<file path="src/pkg/cascade_timer_pkg.sv">
// Package: types and constants for the cascaded 32-bit up/down timer.
// Assumes one 50 MHz clock and an asynchronous active-low reset.
package cascade_timer_pkg;

	localparam int HALF_W = 16;
	localparam int FULL_W = 32;
	localparam logic [HALF_W-1:0] HALF_RESET = 16'h0000;
	localparam logic [FULL_W-1:0] PERIOD_RESET = 32'hFFFFFFFF;

	// Run state of the 32-bit counter
	typedef enum logic [1:0] {
		ST_IDLE,
		ST_COUNT,
		ST_SATURATED
	} run_state_t;

	// Live count split into the two timer halves
	typedef struct packed {
		logic [HALF_W-1:0] high_half;
		logic [HALF_W-1:0] low_half;
	} count_pair_t;

	// Control inputs from same-clock logic outside the timer
	typedef struct packed {
		logic cascade_enable;
		logic run;
		logic [FULL_W-1:0] period;
	} timer_ctrl_t;

endpackage : cascade_timer_pkg

</file>
<file path="src/logic/direction_sync.sv">
// Two-flop synchroniser for the direction pin with a change detector.
// Assumes the pin is asynchronous to sys_clk.
`timescale 1ns/1ns
module direction_sync (
	input wire logic sys_clk,
	input wire logic reset_n,
	input wire logic pin_async,
	output logic level,
	output logic changed
);

	logic meta_reg;
	logic level_reg;
	logic prev_reg;

	// Reset to the up level: no false edge, no down start
	always_ff @(posedge sys_clk or negedge reset_n) begin
		if (!reset_n) begin
			meta_reg <= 1'b1;
			level_reg <= 1'b1;
		end else begin
			meta_reg <= pin_async;
			level_reg <= meta_reg;
		end
	end

	always_ff @(posedge sys_clk or negedge reset_n) begin
		if (!reset_n) begin
			prev_reg <= 1'b1;
		end else begin
			prev_reg <= level_reg;
		end
	end

	assign level = level_reg;
	assign changed = level_reg ^ prev_reg;

endmodule : direction_sync

</file>
<file path="src/logic/cascaded_updown_timer32.sv">
// Cascaded 32-bit up/down timer built from two 16-bit halves.
// Assumes control comes from same-clock logic; direction pin is asynchronous.
//
// Function
// - Two 16-bit timers join into one counter
// - Counting up saturates at period, no wrap
// - Only a direction pin change, or clearing run or cascade_enable, restarts
// - A pin-change restart counts in the opposite direction; other restarts take the synced pin
// - Counting down stops and holds at zero
// - Halves are live, no shadow register
`timescale 1ns/1ns
module cascaded_updown_timer32 (
	input wire logic sys_clk,
	input wire logic reset_n,
	input wire cascade_timer_pkg::timer_ctrl_t ctrl,
	input wire logic count_direction_pin,
	output cascade_timer_pkg::count_pair_t count,
	output logic saturated,
	output logic counting_up
);

	logic dir_level;
	logic dir_changed;
	logic [cascade_timer_pkg::FULL_W-1:0] count_reg;
	logic [cascade_timer_pkg::FULL_W-1:0] count_next;
	logic up_reg;
	logic up_next;
	logic sat_reg;
	cascade_timer_pkg::run_state_t state_reg;
	cascade_timer_pkg::run_state_t state_next;
	cascade_timer_pkg::count_pair_t count_out_reg;
	logic sat_out_reg;
	logic up_out_reg;

	direction_sync u_dir_sync (
		.sys_clk(sys_clk),
		.reset_n(reset_n),
		.pin_async(count_direction_pin),
		.level(dir_level),
		.changed(dir_changed)
	);

	function automatic logic at_limit(
		input logic up,
		input logic [cascade_timer_pkg::FULL_W-1:0] value,
		input logic [cascade_timer_pkg::FULL_W-1:0] period
	);
		at_limit = up ? (value >= period) : (value == '0);
	endfunction : at_limit

	// Next state and count
	always_comb begin
		state_next = state_reg;
		count_next = count_reg;
		up_next = up_reg;
		if (!ctrl.cascade_enable || !ctrl.run) begin
			state_next = cascade_timer_pkg::ST_IDLE;
			up_next = dir_level;
		end else begin
			unique case (state_reg)
				// Direction taken from the synced pin at start
				cascade_timer_pkg::ST_IDLE: begin
					state_next = cascade_timer_pkg::ST_COUNT;
					up_next = dir_level;
				end
				cascade_timer_pkg::ST_COUNT: begin
					if (at_limit(up_reg, count_reg, ctrl.period)) begin
						state_next = cascade_timer_pkg::ST_SATURATED;
					end else if (up_reg) begin
						count_next = count_reg + 32'h00000001;
					end else begin
						count_next = count_reg - 32'h00000001;
					end
				end
				cascade_timer_pkg::ST_SATURATED: begin
					if (dir_changed) begin
						state_next = cascade_timer_pkg::ST_COUNT;
						up_next = ~up_reg;
					end
				end
			endcase
		end
	end

	always_ff @(posedge sys_clk or negedge reset_n) begin
		if (!reset_n) begin
			state_reg <= cascade_timer_pkg::ST_IDLE;
		end else begin
			state_reg <= state_next;
		end
	end

	always_ff @(posedge sys_clk or negedge reset_n) begin
		if (!reset_n) begin
			count_reg <= {cascade_timer_pkg::HALF_RESET, cascade_timer_pkg::HALF_RESET};
		end else begin
			count_reg <= count_next;
		end
	end

	// Up is the default direction out of reset
	always_ff @(posedge sys_clk or negedge reset_n) begin
		if (!reset_n) begin
			up_reg <= 1'b1;
		end else begin
			up_reg <= up_next;
		end
	end

	assign sat_reg = (state_reg == cascade_timer_pkg::ST_SATURATED);

	// Halves copied live every cycle, no snapshot
	always_ff @(posedge sys_clk or negedge reset_n) begin
		if (!reset_n) begin
			count_out_reg <= '0;
			sat_out_reg <= 1'b0;
			up_out_reg <= 1'b1;
		end else begin
			count_out_reg.high_half <= count_next[31:16];
			count_out_reg.low_half <= count_next[15:0];
			sat_out_reg <= (state_next == cascade_timer_pkg::ST_SATURATED);
			up_out_reg <= up_next;
		end
	end

	assign count = count_out_reg;
	assign saturated = sat_out_reg;
	assign counting_up = up_out_reg;
endmodule : cascaded_updown_timer32

</file>
<file path="config.mk">
export PLATFORM = sky130hd
export DESIGN_NAME = cascaded_updown_timer32
export DESIGN_NICKNAME = d
export VERILOG_FILES = /design/src/pkg/cascade_timer_pkg.sv /design/src/logic/direction_sync.sv /design/src/logic/cascaded_updown_timer32.sv
export SDC_FILE = /design/constraint.sdc
export NUM_CORES = 1
export LEC_CHECK = 0
export BUFFER_PORTS_ARGS = -buffer_cell sky130_fd_sc_hd__buf_2
export CORE_MARGIN = 4
export CORE_UTILIZATION = 50
export CTS_CLUSTER_SIZE = 20
export DETAILED_ROUTE_END_ITERATION = 8
export PLACE_DENSITY = 0.82
export SLEW_MARGIN = 20
export SYNTH_ARGS = -nofsm -noshare
export SYNTH_HDL_FRONTEND = slang
export SYNTH_SLANG_ARGS = --single-unit
</file>
<file path="constraint.sdc">
create_clock -name sys_clk -period 8.8 [get_ports sys_clk]
set_clock_uncertainty 0.15 [all_clocks]
set_input_delay 1.32 -clock sys_clk [delete_from_list [all_inputs] [get_ports sys_clk]]
set_output_delay 1.32 -clock sys_clk [all_outputs]
set_load 0.05 [all_outputs]
</file>
==> impl_metrics.tcl, run 1 <==
set metrics [dict create \
    drt_iter0_drc 224 \
    critPathRequiredTime_ns 8.84 \
    post_cts_buffers 0 \
    seq_area_frac_synth_pct 25.3 \
    avgViaCountPerCell 5.78 \
    fin_nets 640 \
    async_flop_share_pct 100 \
    worst_ep_arrival_time_ns 4.42 \
    min_period_over_period_pct 49.7 \
    setup_violations 0 \
    relSlewSlack_pct 38.3 \
    synthMuxAreaShare_pct 1.42 \
    track_usage_pct 22.5 \
    power.leakage_nw 2.29 \
    core_area_um2 7410 \
    yosys_register_bits 39 \
    finalCriticalPeriod_ns 4.38 \
    ir_worst_vdd_v 0.000156 \
    pin_count 71 \
    cap_viol_max_count 0 \
    synthAdderAreaFrac_pct 21.5 \
    dr.pass1.iters 4 \
    area.growth.synth_to_final_pct 15.0 \
    die_w_um 96.1 \
    worst_setup_path_start_kind "input port" \
    grt_max_degree 40 \
    synth_compound_area_share_pct 25.1 \
    synth_top_family_by_area "compound AO/OA/AOI/OAI gates" \
    wl_per_cell_um 15.9 \
    fmax_mhz 229 \
    fillCellCount 674 \
    grt_pass1_vias 3499 \
    ctsHtreeMaxLevel 2 \
    fin_setup_tns_ns 0 \
    synth-simple-area-share_pct 16.0 \
    worstHoldPathType "reg -> reg" \
    synth_warnings 0 \
    grt_first_pass_wirelength_mm 16.4 \
    port_buffers 70 \
    antenna_cells 0 \
    cts_sinks 39 \
    yosys.area_share.xor_xnor_pct 5.64 \
    numCtsBuffers 5 \
    synthesis.nets 567 \
    pre_cts_slack_ns 4.17 \
    vias 3684 \
    wl_met2_mm 4.74 \
    drc 0 \
    slew_viol_final 0 \
    ctsResizeCount 0 \
    timing.final.hold_violations 0 \
    synthFlopType "dfrtp_1" \
    largest_register_ffs 32 \
    end_kind "flip-flop" \
    antenna_found_initial 0 \
    clockRootBuffer "clkbuf_8" \
    finish.utilization_pct 60.2 \
    tightest_slew_ns 0.925 \
    synthCells 464 \
    rsz0062_at_grt "false" \
    gp_congestion 0.996 \
    dp_hpwl_mm 7.80 \
    cp_max_fo 34 \
    top_layer "met4" \
    worst_slack_ns 4.42 \
    clock_latency_ns 0.30 \
    drtAntennaViolNets 0 \
    num_rows 31 \
    wl_met1_mm 4.61 \
    start_util_pct 52.4 \
    status "complete, no violations" \
    grt_overflow 0 \
    drive_above_1_share_pct 17.7 \
    powerDensity_nw_per_um2 394 \
    die_h_um 96.1 \
    cts_hold_buf 0 \
    clockBufferDepth 2 \
    syn_area_um2 3880 \
    criticalPathCategory "in -> reg" \
    synth_edf_count 0 \
    die_area_um2 9230 \
    wl_mm 10.1 \
    syn_area_per_cell_um2 8.36 \
    synth_cell_types 59 \
    path_clk_slew_ns 0.08 \
    cts_tree "built" \
    met3_length_um 529 \
]
cells by family after synthesis:
group                    count (synthesis)
AO/OA/AOI/OAI                          151
XOR/XNOR                                25
adder cells (fa/ha/maj)                 66
buffers and inverters                   52
flip-flops                              39
multiplexers                             5
AND/OR/NAND/NOR                        126
per-layer routing:
metal,GRT usage [%],vias up
li1,-,1844
met1,29.9,1708
met2,36.8,110
met3,3.28,22
met4,8.77,0
met5,0,-
worst max-delay path, cell delays in order:
cell,delay [ns]
buf_2,0.08
inv_1,0.05
ha_1,0.30
a21oi_1,0.15
o21ai_0,0.13
a2111oi_0,0.37
a31oi_1,0.13
o311ai_1,0.38
nand4_2,0.50
buf_4,0.43
inv_1,0.20
mux2_2,0.36
synthesized netlist by cell type, types with 3 or more instances:
master / count / area [µm²]
ha_1: 65 / 813
nand2_1: 50 / 188
inv_1: 46 / 173
a21oi_1: 40 / 200
o21ai_0: 37 / 185
dfrtp_1: 35 / 876
nor2_1: 23 / 86.3
a21o_1: 15 / 113
xor2_1: 15 / 131
xnor2_1: 10 / 87.6
nor4_1: 9 / 56.3
nand3_1: 8 / 40.0
o21a_1: 8 / 60.1
a31oi_1: 7 / 43.8
nor3_1: 6 / 30.0
o31ai_1: 6 / 45.0
clkbuf_1: 5 / 18.8
nand4_1: 5 / 31.3
a211oi_1: 4 / 30.0
and2_1: 4 / 25.0
dfstp_2: 4 / 105
mux2_2: 4 / 45.0
nor2b_1: 4 / 25.0
o21bai_1: 4 / 30.0
a21boi_0: 3 / 22.5
and4_1: 3 / 26.3
nand2b_1: 3 / 18.8
o21ai_1: 3 / 15.0
area by class of cell:
type / instances / area, µm² / area share [%]
Sequential cell: 39 / 981 / 22.0
Tap cell: 99 / 124 / 2.78
Inverter: 46 / 173 / 3.87
Multi-Input combinational cell: 373 / 2700 / 60.6
Clock buffer: 6 / 82.6 / 1.85
Clock inverter: 2 / 35.0 / 0.785
Timing Repair Buffer: 72 / 365 / 8.19
report_power, final:
part	switching (mW)	total, mW	internal, mW	leakage (nW)
combinational	0.786	1.22	0.435	1.75
clock	0.0705	0.162	0.0919	0.0612
sequential	0.125	0.377	0.252	0.479
total	0.981	1.76	0.779	2.29
metrics by stage:
stage	instances	power [mW]	hold slack [ns]	area (µm²)
floorplan	464	1.29	0.195	3880
global placement	629	1.54	0.203	4350
detailed placement	629	1.58	0.200	4350
CTS	637	1.75	0.216	4460
global route	637	1.90	0.221	4460
finish	637	1.76	0.215	4460
cell usage in the layout, fill, tap and decap left out, types with 15 or more instances in the layout:
| cell type | instances |
|---|---|
| dfrtp_1 | 35 |
| nand2_1 | 50 |
| a21oi_1 | 40 |
| o21ai_0 | 37 |
| xor2_1 | 15 |
| a21o_1 | 15 |
| nor2_1 | 23 |
| inv_1 | 46 |
| buf_2 | 70 |
| ha_1 | 65 |
final timing paths:
kind	cells past startpoint	slack, ns	startpoint	to
max	12	4.42	ctrl[19]	count[29]
min	0	0.22	u_dir_sync.meta_reg	u_dir_sync.level
max reg2reg	12	5.03	counting_up	count[28]
min reg2reg	0	0.22	u_dir_sync.meta_reg	u_dir_sync.level
max in group asynchronous	1	6.92	reset_n	count[19]
min in group asynchronous	1	1.00	reset_n	count[2]
No activity file was read; power rests on OpenSTA's default activity.
==> run 2, diff against run 1 <==
==> constraint.sdc (replaced) <==
create_clock -name sys_clk -period 4.1 [get_ports sys_clk]
set_clock_uncertainty 0.15 [all_clocks]
set_input_delay 0.615 -clock sys_clk [delete_from_list [all_inputs] [get_ports sys_clk]]
set_output_delay 0.615 -clock sys_clk [all_outputs]
set_load 0.05 [all_outputs]
==> run 2 against run 1 <==
  * Count of clock-buffer cells in the layout is the same
  * Clock power grew 69%
  * Non-clock buffer count grew 1
  * Register-to-register slack lost 4.6 ns
  * Global-route usage shrank 0.059 points
  * Die area is the same
  * Sequential share of layout area grew 0.11 points
  * First-iteration DRC count shrank 29%
  * Routed wire length grew 0.17%
  * Critical path depth shrank 1
  * Cell area shrank 0.50%
  * Cell count is the same
  * Critical path type is now reg -> reg
==> impl_metrics.tcl, run 2 (synthesis gave the netlist of run 1 again) <==
set metrics [dict create \
    powerDensity_nw_per_um2 835 \
    place_inst 630 \
    core_area_um2 7410 \
    pre_cts_slack_ns 0.470 \
    vias 3723 \
    clockRootBuffer "clkbuf_8" \
    holdWs_ns 0.211 \
    numCtsBuffers 5 \
    grt_pass1_vias 3449 \
    finalCriticalPeriod_ns 3.70 \
    ctsHtreeMaxLevel 2 \
    layout_commonest_cell "buf_2" \
    worst_slack_ns 0.402 \
    final_cell_mix "buf_2, ha_1, nand2_1" \
    gp_congestion 0.962 \
    timing.final.hold_violations 0 \
    slew_viol_final 0 \
    grt_first_pass_wirelength_mm 16.4 \
    drtAntennaViolNets 0 \
    wl_per_cell_um 16.0 \
    largest_register_ffs 32 \
    pin_count 71 \
    post_cts_buffers 0 \
    grt_overflow 0 \
    power.leakage_nw 2.28 \
    setup_violations 0 \
    dp_hpwl_mm 7.97 \
    rsz0062_at_grt "false" \
    min_period_over_period_pct 90.2 \
    fmax_mhz 270 \
    grt_max_degree 40 \
    worstRegToRegCells 11 \
    drc 0 \
    multi_input_area_um2 2700 \
    regArea_um2 981 \
    finalPower_mw 3.71 \
    die_w_um 96.1 \
    cts_hold_buf 0 \
    ctsResizeCount 0 \
    die_area_um2 9230 \
    fin_area_um2 4440 \
    whs_path_depth 0 \
    num_rows 31 \
    fillCellCount 658 \
    cts_sinks 39 \
    worstHoldPathType "reg -> reg" \
    worst_setup_path_start_kind "flip-flop" \
    status "complete, no violations" \
    start_util_pct 52.4 \
    cp_max_fo 19 \
    path_clk_slew_ns 0.08 \
    wl_mm 10.2 \
    cap_viol_max_count 0 \
    clock_latency_ns 0.29 \
    cts_tree "built" \
    final_cells 637 \
    end_kind "flip-flop" \
    dr.pass1.iters 4 \
    port_buffers 70 \
    area.growth.synth_to_final_pct 14.4 \
    drive_above_1_share_pct 17.7 \
    dpl_cell_area_um2 4350 \
    clockBufferDepth 2 \
    drt_iter0_drc 159 \
    ir_worst_vdd_v 0.000383 \
    fin_nets 641 \
    avgViaCountPerCell 5.84 \
    worst_ep_arrival_time_ns 3.76 \
    criticalPathCategory "reg -> reg" \
    fin_setup_tns_ns 0 \
    critPathRequiredTime_ns 4.16 \
    track_usage_pct 22.5 \
    finish.utilization_pct 59.9 \
    relSlewSlack_pct 36.6 \
    antenna_cells 0 \
    die_h_um 96.1 \
    tightest_slew_ns 0.951 \
    antenna_found_initial 0 \
]
## run 2: cell count changes in the layout (fill, tap and decap cells not counted), sizes merged
cell and delta:
buf +1, bufinv -1
## run 2: area by class of cell
cell class	instances	share of cell area (%)
clock buffer	6	1.86
clock inverter	1	0.113
inverter	46	3.89
multi-input combinational	373	60.9
sequential	39	22.1
tap	99	2.79
timing repair buffer	73	8.40
## run 2: power by group
| part | leakage, nW | total [mW] | switching, mW | internal (mW) |
|---|---|---|---|---|
| Combinational | 1.75 | 2.63 | 1.69 | 0.936 |
| Sequential | 0.479 | 0.808 | 0.267 | 0.541 |
| Clock | 0.0470 | 0.274 | 0.142 | 0.132 |
| Total | 2.28 | 3.71 | 2.10 | 1.61 |
## run 2: metal layers
layer / up-vias / share of wire, % / GRT usage [%] / routed length [µm]
met5: - / 0 / 0 / 0
met4: 0 / 1.2 / 4.86 / 119
met3: 12 / 6.1 / 3.36 / 621
met2: 109 / 48 / 37.8 / 4850
met1: 1761 / 45 / 30.5 / 4570
li1: 1841 / - / - / -
## run 2: path summary, 6_finish.rpt
check / startpoint / endpoint / slack (ns)
min: u_dir_sync.meta_reg / u_dir_sync.level / 0.21
min in group asynchronous: reset_n / count[2] / 0.32
max: counting_up / count[28] / 0.40
min reg2reg: u_dir_sync.meta_reg / u_dir_sync.level / 0.21
max in group asynchronous: reset_n / count[27] / 2.89
max reg2reg: counting_up / count[28] / 0.40
## run 2: worst max-delay path, cell delays in order (launching register included)
cell and delay [ns]:
dfstp_2 0.60, inv_1 0.34, ha_1 0.47, nor2b_1 0.15, o21ai_1 0.16, a21boi_0 0.17
o31ai_1 0.38, a211o_1 0.23, nand3b_1 0.18, a31o_2 0.33, a211o_1 0.29, a31oi_1 0.15
==> run 3, diff against run 2 <==
--- a/config.mk
+++ b/config.mk
@@ -10,6 +10,7 @@
 export CORE_UTILIZATION = 50
 export CTS_CLUSTER_SIZE = 20
 export DETAILED_ROUTE_END_ITERATION = 8
+export MAX_ROUTING_LAYER = met4
 export PLACE_DENSITY = 0.82
 export SLEW_MARGIN = 20
 export SYNTH_ARGS = -nofsm -noshare
==> run 3 against run 2 <==
  * Combinational power hardly changed
  * Critical endpoint unchanged
  * Via count is 0.11% lower
  * Non-clock buffer count unchanged
  * Critical path depth unchanged
  * Register-to-register slack about the same
  * Critical path type unchanged
  * Largest power group unchanged
  * Cell area barely moved
==> impl_metrics.tcl, run 3 (synthesis gave the netlist of run 1 again) <==
set metrics [dict create \
    status "complete, no violations" \
    antenna_cells 0 \
    critPathRequiredTime_ns 4.16 \
    dp_hpwl_mm 8.03 \
    cp_max_fo 19 \
    rsz0062_at_grt "false" \
    gp_congestion 0.978 \
    vias 3719 \
    worstSetupStartpoint "counting_up" \
    fillCellCount 676 \
    wl_mm 10.1 \
    hp-start "u_dir_sync.meta_reg" \
    grt_overflow 0 \
    largest_register_ffs 32 \
    grt_first_pass_wirelength_mm 16.3 \
    regArea_um2 981 \
    fin_setup_tns_ns 0 \
    core_area_um2 7410 \
    criticalPathCategory "reg -> reg" \
    die_h_um 96.1 \
    finalCriticalPeriod_ns 3.70 \
    fin_nets 641 \
    drive_above_1_share_pct 17.6 \
    antenna_found_initial 0 \
    reg2reg_from "counting_up" \
    grt_max_degree 40 \
    avgViaCountPerCell 5.83 \
    relSlewSlack_pct 36.8 \
    cts_hold_buf 0 \
    tightest_slew_ns 0.947 \
    ir_worst_vdd_v 0.000368 \
    timing.final.hold_violations 0 \
    ctsHtreeMaxLevel 2 \
    min_period_over_period_pct 90.2 \
    worst_setup_path_start_kind "flip-flop" \
    path_clk_slew_ns 0.08 \
    pin_count 71 \
    clockRootBuffer "clkbuf_8" \
    die_w_um 96.1 \
    die_area_um2 9230 \
    drt_iter0_drc 152 \
    track_usage_pct 23.0 \
    setup_violations 0 \
    ctsResizeCount 0 \
    cts_sinks 39 \
    num_rows 31 \
    slew_viol_final 0 \
    powerDensity_nw_per_um2 835 \
    numCtsBuffers 5 \
    fmax_mhz 270 \
    layout_commonest_cell "buf_2" \
    final_cell_mix "buf_2, ha_1, nand2_1" \
    start_util_pct 52.4 \
    cap_viol_max_count 0 \
    drtAntennaViolNets 0 \
    area.growth.synth_to_final_pct 14.5 \
    clockBufferDepth 2 \
    finalPower_mw 3.71 \
    cts_tree "built" \
    power.leakage_nw 2.28 \
    dr.pass1.iters 5 \
    holdWs_ns 0.213 \
    wl_per_cell_um 15.9 \
    worst_ep_arrival_time_ns 3.76 \
    end_kind "flip-flop" \
    multi_input_area_um2 2700 \
    post_cts_buffers 0 \
    worstHoldPathType "reg -> reg" \
    clock_latency_ns 0.30 \
    drc 0 \
    grt_pass1_vias 3512 \
    port_buffers 70 \
]
==> run 3: cell count changes in the layout (fill, tap and decap cells not counted) <==
cell	delta
clkbuf_1	+1
==> run 3: metal layers <==
| layer | global-route usage [%] | part of all wire [%] | vias up |
|---|---|---|---|
| li1 | - | - | 1841 |
| met1 | 29.3 | 44 | 1745 |
| met2 | 38.1 | 48 | 113 |
| met3 | 2.97 | 5.4 | 20 |
| met4 | 6.64 | 2.1 | 0 |
| met5 | - | 0 | - |
==> run 3: cell type report <==
cell class	instances	area share (%)
Clock inverter	1	0.113
Inverter	46	3.89
Multi-Input combinational cell	373	60.8
Timing Repair Buffer	73	8.39
Tap cell	99	2.79
Sequential cell	39	22.1
Clock buffer	7	1.94
==> run 3: path summary, 6_finish.rpt <==
path / endpoint / slack (ns) / cells after the start
hold / removal: u_dir_sync.level / 0.21 / 0
setup / recovery: count[28] / 0.40 / 11
setup reg to reg: count[28] / 0.40 / 11
hold reg to reg: u_dir_sync.level / 0.21 / 0
min in group asynchronous: count[7] / 0.31 / 1
max in group asynchronous: count[21] / 2.89 / 1
==> run 3: report_power, final <==
part | leakage [nW] | switching (mW) | internal [mW]
clock network | 0.0482 | 0.141 | 0.136
logic | 1.75 | 1.69 | 0.936
registers | 0.479 | 0.263 | 0.541
total | 2.28 | 2.10 | 1.61
==> run 3: metrics by stage <==
step	cells	utilization (%)	area (µm²)	worst slack, ns
floorplan	464	-	3880	0.394
global placement	630	58.8	4350	0.577
detailed placement	630	58.8	4350	0.441
CTS	638	60.0	4440	0.405
global route	638	60.0	4440	0.230
finish	638	60.0	4440	0.402
==> run 3: critical path: stages, from the launching register on <==
cell      delay [ns]
dfstp_2         0.60
inv_1           0.33
ha_1            0.46
nor2b_1         0.15
o21ai_1         0.15
a21boi_0        0.17
o31ai_1         0.40
a211o_1         0.23
nand3b_1        0.17
a31o_2          0.32
a211o_1         0.30
a31oi_1         0.18
